<file path="src/reset_seq_pkg.sv">
// shared constants and types for the reset sequencer, plus its input qualifier
// assumes one 125 MHz clock, synchronous active-high rst, all inputs synchronous
package reset_seq_pkg;
  localparam int unsigned CLK_PERIOD_NS    = 8;
  localparam int unsigned PWRT_TIME_NS     = 1000;
  localparam int unsigned BOR_QUALIFY_NS   = 200;
  localparam int unsigned MASTER_CLEAR_N_FILTER_NS   = 100;
  localparam int unsigned OST_TIME_NS      = 8192;
  localparam int unsigned CNT_W            = 12;
  // least times round up to whole cycles
  localparam logic [11:0] PWRT_CYCLES      = 12'((PWRT_TIME_NS + CLK_PERIOD_NS - 1) / CLK_PERIOD_NS);
  localparam logic [11:0] BOR_QUAL_CYCLES  = 12'((BOR_QUALIFY_NS + CLK_PERIOD_NS - 1) / CLK_PERIOD_NS);
  localparam logic [11:0] MASTER_CLEAR_N_QUAL_CYCLES = 12'((MASTER_CLEAR_N_FILTER_NS + CLK_PERIOD_NS - 1) / CLK_PERIOD_NS);
  localparam logic [11:0] OST_CYCLES       = 12'((OST_TIME_NS + CLK_PERIOD_NS - 1) / CLK_PERIOD_NS);
  localparam logic [1:0]  OSC_DIV_MSB      = 2'h2;
  localparam int unsigned REL_STAGES       = 2;
  localparam logic        FLAG_RESET_VAL   = 1'b0;

  typedef enum logic [1:0] {
    CRYSTAL_HIGH_SPEED_MODE,
    CRYSTAL_MULTIPLIED_MODE,
    EXTERNAL_CLOCK_MODE,
    EXTERNAL_CLOCK_MULTIPLIED_MODE
  } osc_mode_e;

  typedef enum logic [2:0] {
    SEQ_POR_HOLD,
    SEQ_BOR_HOLD,
    SEQ_PWRT,
    SEQ_OST,
    SEQ_RUN
  } seq_e;

  // software write-one strobes to the cause flags
  typedef struct packed {
    logic por_set;
    logic bor_set;
  } flag_write_s;

  // reset_control_reg bit 1 and bit 0, both active low
  typedef struct packed {
    logic por_n;
    logic bor_n;
  } cause_flags_s;

  typedef struct packed {
    logic [11:0] cnt;
    logic        qual;
  } qual_state_s;
endpackage

`timescale 1ns/1ns
module level_qualifier
  import reset_seq_pkg::*;
#(
  parameter logic [11:0] COUNT = 12'h001
) (
  input  wire logic clk,
  input  wire logic rst,
  input  wire logic ce,
  input  wire logic active,
  output logic      qualified
);
  qual_state_s st_ff;
  qual_state_s nxt_st;

  always_comb begin
    nxt_st = st_ff;
    if (!active) begin
      nxt_st.cnt  = 12'h000;
      nxt_st.qual = 1'b0;
    end else if (!st_ff.qual) begin
      if (st_ff.cnt == COUNT - 12'h001) begin
        nxt_st.qual = 1'b1;
      end else begin
        nxt_st.cnt = st_ff.cnt + 12'h001;
      end
    end
  end

  always_ff @(posedge clk) begin
    if (rst) begin
      st_ff <= '0;
    end else if (ce) begin
      st_ff <= nxt_st;
    end
  end

  assign qualified = st_ff.qual;
endmodule

</file>
<file path="src/reset_seq.sv">
// reset source combiner, cause flags and oscillator pin control
// assumes inputs synchronous to clk; osc_in_pin is sampled, so it must run below clk/2
// How it works
// - In external clock mode the output oscillator pin carries the input clock divided by four.
// - External clock modes skip the oscillator start-up delay after power-on and on wake.
// - Oscillator feedback is off in external clock modes and on in crystal modes.
// - The outside party holds master_clear_n low to request reset and the device stays in reset meanwhile.
// - Low pulses on master_clear_n shorter than the filter time are ignored.
// - The master clear pin is never driven by the device.
// - A rising power-on detector starts a power-on reset and start-up sequence.
// - The power-on flag is cleared by each power-on reset and set only by software.
// - Brown-out reset only works while the regulator enable pin is high.
// - A brown-out longer than the qualification time resets the device.
// - Brown-out reset lasts as long as the supply stays below threshold.
// - After brown-out the power-up timer holds reset for its full period and restarts on a new brown-out.
// - The brown-out flag is cleared on every power-on reset, and on a brown-out only while the regulator enable pin is high.
`timescale 1ns/1ns
module reset_seq
  import reset_seq_pkg::*;
(
  input  wire logic         clk,
  input  wire logic         rst,
  input  wire logic         ce,
  input  wire logic         master_clear_n,
  input  wire logic         por_detect,
  input  wire logic         bor_below,
  input  wire logic         regulator_enable_pin,
  input  wire logic         wdt_timeout,
  input  wire logic         wake_req,
  input  wire osc_mode_e    osc_mode,
  input  wire logic         osc_in_pin,
  input  wire flag_write_s  flag_write,
  output logic              sys_rst,
  output logic              startup_busy,
  output cause_flags_s      reset_control_reg,
  output logic              osc_out_pin,
  output logic              osc_out_oe,
  output logic              osc_feedback_en,
  output logic              master_clear_out,
  output logic              master_clear_oe
);
  typedef struct packed {
    seq_e         seq;
    logic [11:0]  cnt;
    logic         ost_holds_rst;
    logic         por_prev;
    logic         bor_active;
    logic [1:0]   rel;
    logic         sys_rst;
    logic         busy;
    cause_flags_s flags;
    logic         osc_prev;
    logic [1:0]   div_cnt;
    logic         osc_out;
    logic         osc_oe;
    logic         fb_en;
    logic         master_clear_n_out;
    logic         master_clear_n_oe;
  } seq_state_s;

  seq_state_s st_ff;
  seq_state_s nxt_st;
  logic       master_clear_n_qual;
  logic       bor_qual;

  function automatic logic is_ext_clock(input osc_mode_e m);
    is_ext_clock = (m == EXTERNAL_CLOCK_MODE) || (m == EXTERNAL_CLOCK_MULTIPLIED_MODE);
  endfunction

  // master_clear_n low must persist before it counts
  level_qualifier #(
    .COUNT (MASTER_CLEAR_N_QUAL_CYCLES)
  ) u_master_clear_n_filter (
    .clk       (clk),
    .rst       (rst),
    .ce        (ce),
    .active    (!master_clear_n),
    .qualified (master_clear_n_qual)
  );

  // brown-out detection gated by the regulator enable
  level_qualifier #(
    .COUNT (BOR_QUAL_CYCLES)
  ) u_bor_filter (
    .clk       (clk),
    .rst       (rst),
    .ce        (ce),
    .active    (bor_below && regulator_enable_pin),
    .qualified (bor_qual)
  );

  always_comb begin
    logic por_event;
    logic bor_event;
    logic hold_req;
    por_event = 1'b0;
    bor_event = 1'b0;
    hold_req  = 1'b0;
    nxt_st    = st_ff;
    nxt_st.por_prev = por_detect;
    por_event = por_detect && !st_ff.por_prev;

    // sequencer
    if (!por_detect) begin
      nxt_st.seq = SEQ_POR_HOLD;
      nxt_st.cnt = 12'h000;
    end else if (por_event) begin
      nxt_st.cnt = 12'h000;
      if (is_ext_clock(osc_mode)) begin
        nxt_st.seq = SEQ_RUN;
      end else begin
        nxt_st.seq           = SEQ_OST;
        nxt_st.ost_holds_rst = 1'b1;
      end
    end else if (bor_qual) begin
      nxt_st.seq = SEQ_BOR_HOLD;
      nxt_st.cnt = 12'h000;
    end else begin
      unique case (st_ff.seq)
        SEQ_POR_HOLD: begin
          nxt_st.seq = SEQ_POR_HOLD;
        end
        SEQ_BOR_HOLD: begin
          nxt_st.seq = SEQ_PWRT;
        end
        SEQ_PWRT: begin
          if (st_ff.cnt == PWRT_CYCLES - 12'h001) begin
            nxt_st.seq = SEQ_RUN;
            nxt_st.cnt = 12'h000;
          end else begin
            nxt_st.cnt = st_ff.cnt + 12'h001;
          end
        end
        SEQ_OST: begin
          if (st_ff.cnt == OST_CYCLES - 12'h001) begin
            nxt_st.seq           = SEQ_RUN;
            nxt_st.cnt           = 12'h000;
            nxt_st.ost_holds_rst = 1'b0;
          end else begin
            nxt_st.cnt = st_ff.cnt + 12'h001;
          end
        end
        SEQ_RUN: begin
          // wake from sleep waits for the crystal, the core is not reset
          if (wake_req && !is_ext_clock(osc_mode)) begin
            nxt_st.seq           = SEQ_OST;
            nxt_st.cnt           = 12'h000;
            nxt_st.ost_holds_rst = 1'b0;
          end
        end
        default: begin
          nxt_st.seq = SEQ_POR_HOLD;
        end
      endcase
    end

    bor_event = bor_qual && !st_ff.bor_active;
    nxt_st.bor_active = bor_qual;

    // cause flags: hardware clear wins over a same-cycle software set
    if (flag_write.por_set) begin
      nxt_st.flags.por_n = 1'b1;
    end
    if (flag_write.bor_set) begin
      nxt_st.flags.bor_n = 1'b1;
    end
    if (por_event) begin
      nxt_st.flags.por_n = 1'b0;
    end
    if (por_event || bor_event) begin
      nxt_st.flags.bor_n = 1'b0;
    end

    // merged reset: assert next edge, release through a short pipe
    hold_req = (st_ff.seq == SEQ_POR_HOLD) || (st_ff.seq == SEQ_BOR_HOLD) || (st_ff.seq == SEQ_PWRT)
             || ((st_ff.seq == SEQ_OST) && st_ff.ost_holds_rst)
             || master_clear_n_qual || wdt_timeout || !por_detect || bor_qual;
    if (hold_req) begin
      nxt_st.rel     = 2'h0;
      nxt_st.sys_rst = 1'b1;
    end else begin
      nxt_st.rel     = {st_ff.rel[0], 1'b1};
      nxt_st.sys_rst = !st_ff.rel[REL_STAGES-1];
    end
    nxt_st.busy = (nxt_st.seq != SEQ_RUN);

    // clock pin control
    nxt_st.osc_prev = osc_in_pin;
    if (osc_in_pin && !st_ff.osc_prev) begin
      nxt_st.div_cnt = st_ff.div_cnt + 2'h1;
    end
    nxt_st.osc_out = (osc_mode == EXTERNAL_CLOCK_MODE) && ((st_ff.div_cnt & OSC_DIV_MSB) != 2'h0);
    nxt_st.osc_oe  = (osc_mode == EXTERNAL_CLOCK_MODE);
    nxt_st.fb_en   = !is_ext_clock(osc_mode);

    // the master clear pin is input only
    nxt_st.master_clear_n_out = 1'b0;
    nxt_st.master_clear_n_oe  = 1'b0;
  end

  always_ff @(posedge clk) begin
    if (rst) begin
      st_ff               <= '0;
      st_ff.seq           <= SEQ_POR_HOLD;
      st_ff.sys_rst       <= 1'b1;
      st_ff.busy          <= 1'b1;
      st_ff.flags.por_n   <= FLAG_RESET_VAL;
      st_ff.flags.bor_n   <= FLAG_RESET_VAL;
    end else if (ce) begin
      st_ff <= nxt_st;
    end
  end

  assign sys_rst           = st_ff.sys_rst;
  assign startup_busy      = st_ff.busy;
  assign reset_control_reg = st_ff.flags;
  assign osc_out_pin       = st_ff.osc_out;
  assign osc_out_oe        = st_ff.osc_oe;
  assign osc_feedback_en   = st_ff.fb_en;
  assign master_clear_out  = st_ff.master_clear_n_out;
  assign master_clear_oe   = st_ff.master_clear_n_oe;
endmodule

</file>
<file path="config.mk">
export PLATFORM = sky130hd
export DESIGN_NAME = reset_seq
export DESIGN_NICKNAME = d
export VERILOG_FILES = /design/src/reset_seq_pkg.sv /design/src/reset_seq.sv
export SDC_FILE = /design/constraint.sdc
export NUM_CORES = 1
export LEC_CHECK = 0
export BUFFER_PORTS_ARGS = -buffer_cell sky130_fd_sc_hd__buf_2
export CAP_MARGIN = 20
export CORE_MARGIN = 3
export CORE_UTILIZATION = 25
export DETAILED_ROUTE_END_ITERATION = 12
export GPL_TIMING_DRIVEN = 0
export PLACE_DENSITY = 0.49
export SLEW_MARGIN = 20
export SYNTH_ARGS = -nofsm -noshare
export SYNTH_HDL_FRONTEND = slang
export SYNTH_SLANG_ARGS = --single-unit
</file>
<file path="constraint.sdc">
create_clock -name clk -period 2.3 [get_ports clk]
set_input_delay 0.46 -clock clk [delete_from_list [all_inputs] [get_ports clk]]
set_output_delay 0.46 -clock clk [all_outputs]
set_load 0.005 [all_outputs]
</file>
==> metrics.md <==
| Metric | Value |
|---|---|
| WL final | 7.06 mm |
| Proportion of synthesized chip area in sequential cells | 0.372 |
| Post-Place Setup Slack | 223 ps |
| Status | finished, final reports clean |
| Clock Tree Buf Depth | 2 |
| Final Max Slew Viols | 0 |
| Starting DRT DRC Count | 227 |
| Initial antenna violation count | 0 |
| Total grt overflow | 0 |
| Via density | 4.92 |
| Placed Instance Area | 3290 um2 |
| Die area | 13400 um2 |
| Worst-Margin Slew | 761 ps |
| Most frequent cell after synthesis | dfxtp_1 |
| Setup Buffers After CTS | 0 |
| Vias in the first global route | 2455 |
| Vias | 2629 |
| Core area | 11600 um2 |
| Clk sinks | 56 |
| Clock H-tree levels | 2 |
| Crit share post-route | 0.904 |
| Layout Skew | 6.40 ps |
| Internal | 1.46 mW |
| Die Y-Extent | 116 um |
| Setup TNS | 0 ps |
| Pin count of the biggest net entering global routing | 18 |
| Post-synthesis simple-gate area fraction | 0.297 |
| Register area | 1120 um2 |
| P per Cell Area | 567 nW/um2 |
| Clk slew on worst S/H paths | 70 ps |
| Dominant cell type by area after synthesis | dfxtp_1 |
| Synth cell count leaders | 56 x dfxtp_1, 45 x nor2_1, 28 x a21oi_1 |
| I/O Pins | 23 |
| Crit path capture type | register |
| Drt wl/cell | 13.2 um |
| Final ANT Viol Nets | 0 |
| Critical path class | register to register |
| Yosys warning total | 0 |
| Share of layout cells above drive strength 1 | 0.141 |
| Shortest period the worst path allows | 2080 ps |
| Worst Hold Class | input port to register |
| Part of the power in combinational logic | 0.088 |
| Async S/R FF share, synth | 0 |
| Cts hold-fix bufs | 0 |
| Multiplexer area fraction after synthesis | 0.0241 |
| Starting density of the core | 0.259 |
| FP Rows | 39 |
| CP arrival | 2270 ps |
| Area fraction of the dominant cell type after synthesis | 0.372 |
| Drc violations | 0 |
| Multi-input logic area | 1740 um2 |
| Main combinational cell family by area after synthesis | simple AND/OR/NAND/NOR gates |
| DP HPWL | 5.19 mm |
| Biggest regs | st_ff: 23 flops, u_bor_filter.st_ff: 12 flops, u_master_clear_n_filter.st_ff: 12 flops |
| Total of max-cap violations | 0 |
| Post-CTS sizing | 0 |
| Library cells used by synthesis | 63 |
| Area Growth Syn to Fin | 14.0% |
| Num CTS Buffers | 5 |
| Largest register FFs | 23 |
| Unrepaired setup endpoints after global routing | no |
| First-pass GRT wire length | 11.9 mm |
| Synth Area in XOR/XNOR | 0.0407 |
| Post-synth EDFFs | 0 |
| CP required | 2490 ps |
| Fmax | 0.481 GHz |
| Startpoint Class | register |
| Post-synthesis compound-gate area fraction | 0.189 |
| Mapped Cells | 363 |
| Number of iterations in the first detailed-routing pass | 6 |
| CP Max Fanout | 9 |
| Biggest register | st_ff |
| ANT cells | 0 |
| Sw Ratio | 0.248 |
| Root Buffer | clkbuf_16 |
| Final WS setup | 220 ps |
| GP Congestion | 0.768 |
| Fillers | 1253 |
| Nets | 410 |
| Adder-Cell Fraction of Synth Area | 0.0249 |
| Die Wd | 116 um |
| Total Routing Usage GR | 0.108 |
| Clock Latency Late Sink | 290 ps |
| Port Buf Inserts | 19 |
| Hold Fails Final Rpt | 0 |
| Mapped Area | 3010 um2 |
| Total power | 1.95 mW |
| Area contributors post-synth | dfxtp_1 37%, nor2_1 5.6%, a21oi_1 4.7% |
| Sw Pwr | 0.484 mW |
| Design area | 3440 um2 |
| Sequential Power Share | 0.515 |
| VDD IR max | 325 uV |
| Yosys reg bits | 56 |
| Lkg Pwr | 1.22 nW |
| Clock network fraction of total power | 0.397 |
| Final hold slack | 433 ps |
| TritonCTS clock tree | built |
| Syn Area/Cell | 8.30 um2 |
| Max-slew headroom | 0.493 |
| Prevailing post-synth register cell | dfxtp_1 |
| Final setup viols | 0 |
## worst max-delay path, cell delays in order (launching register included)
cell and delay [ps]:
dfxtp_1 350, inv_1 90, ha_1 150, or4b_4 500, mux2i_4 220, a211oi_4 140
and2_4 190, buf_6 130, a22o_1 200
## cell usage in the layout (no fill, tap or decap), types with 3 or more instances in the layout
cell	count
a22o_1	8
nand3_1	22
or3_1	7
nand2b_1	5
inv_1	14
buf_6	3
xnor2_1	10
xor2_1	4
dfxtp_1	56
nor2_1	45
nor4b_1	4
mux2i_1	5
buf_4	4
nand2_1	27
clkbuf_16	5
nor4_1	8
a31oi_1	4
ha_1	6
nand4_1	5
clkbuf_1	7
and3_1	3
or2_2	3
a21oi_1	28
a21o_2	8
o21ai_0	11
nor3_1	8
or4_1	4
a211oi_1	4
buf_1	3
buf_2	19
and2_1	3
## area by class of cell
cell class | instances | share of cell area
Buffer | 16 | 0.0284
Clock buffer | 6 | 0.0375
Clock inverter | 2 | 0.00473
Inverter | 15 | 0.0164
Multi-Input combinational cell | 277 | 0.507
Sequential cell | 56 | 0.326
Tap cell | 143 | 0.0521
Timing Repair Buffer | 19 | 0.0277
## power by group through the flow
stage | logic (mW) | clock network [mW] | registers, mW
finish | 0.171 | 0.773 | 1.00
global route | 0.193 | 0.833 | 1.01
CTS | 0.174 | 0.796 | 1.00
detailed placement | 0.173 | 0 | 1.03
global placement | 0.173 | 0 | 1.03
floorplan | 0.117 | 0 | 1.02
## path summary, 6_finish.rpt
check	end	cells after the start	slack (ps)	startpoint
max	st_ff[23]	8	220	st_ff[17]
min	st_ff[7]	3	430	osc_in_pin
max reg2reg	st_ff[23]	8	220	st_ff[17]
min reg2reg	osc_out_pin	2	460	osc_out_pin
## layer usage
layer	routed length, um	GRT usage	vias up
li1	-	-	1364
met1	3660	0.147	1219
met2	3090	0.175	36
met3	183	0.0172	10
met4	129	0.0340	0
met5	0	0	-
## per-stage QoR
step                 util  instances
CTS                 0.296        534
detailed placement  0.283        526
global placement    0.283        526
floorplan               -        364
global route        0.296        534
finish              0.296        534
## kinds of logic after synthesis
group	after synthesis
other cells	1
mux	6
flops	56
fa+ha+maj	6
compound gates	83
buf+inv	31
simple gates	166
xor+xnor	14
Note: power is estimated with default switching activity, not from simulation.
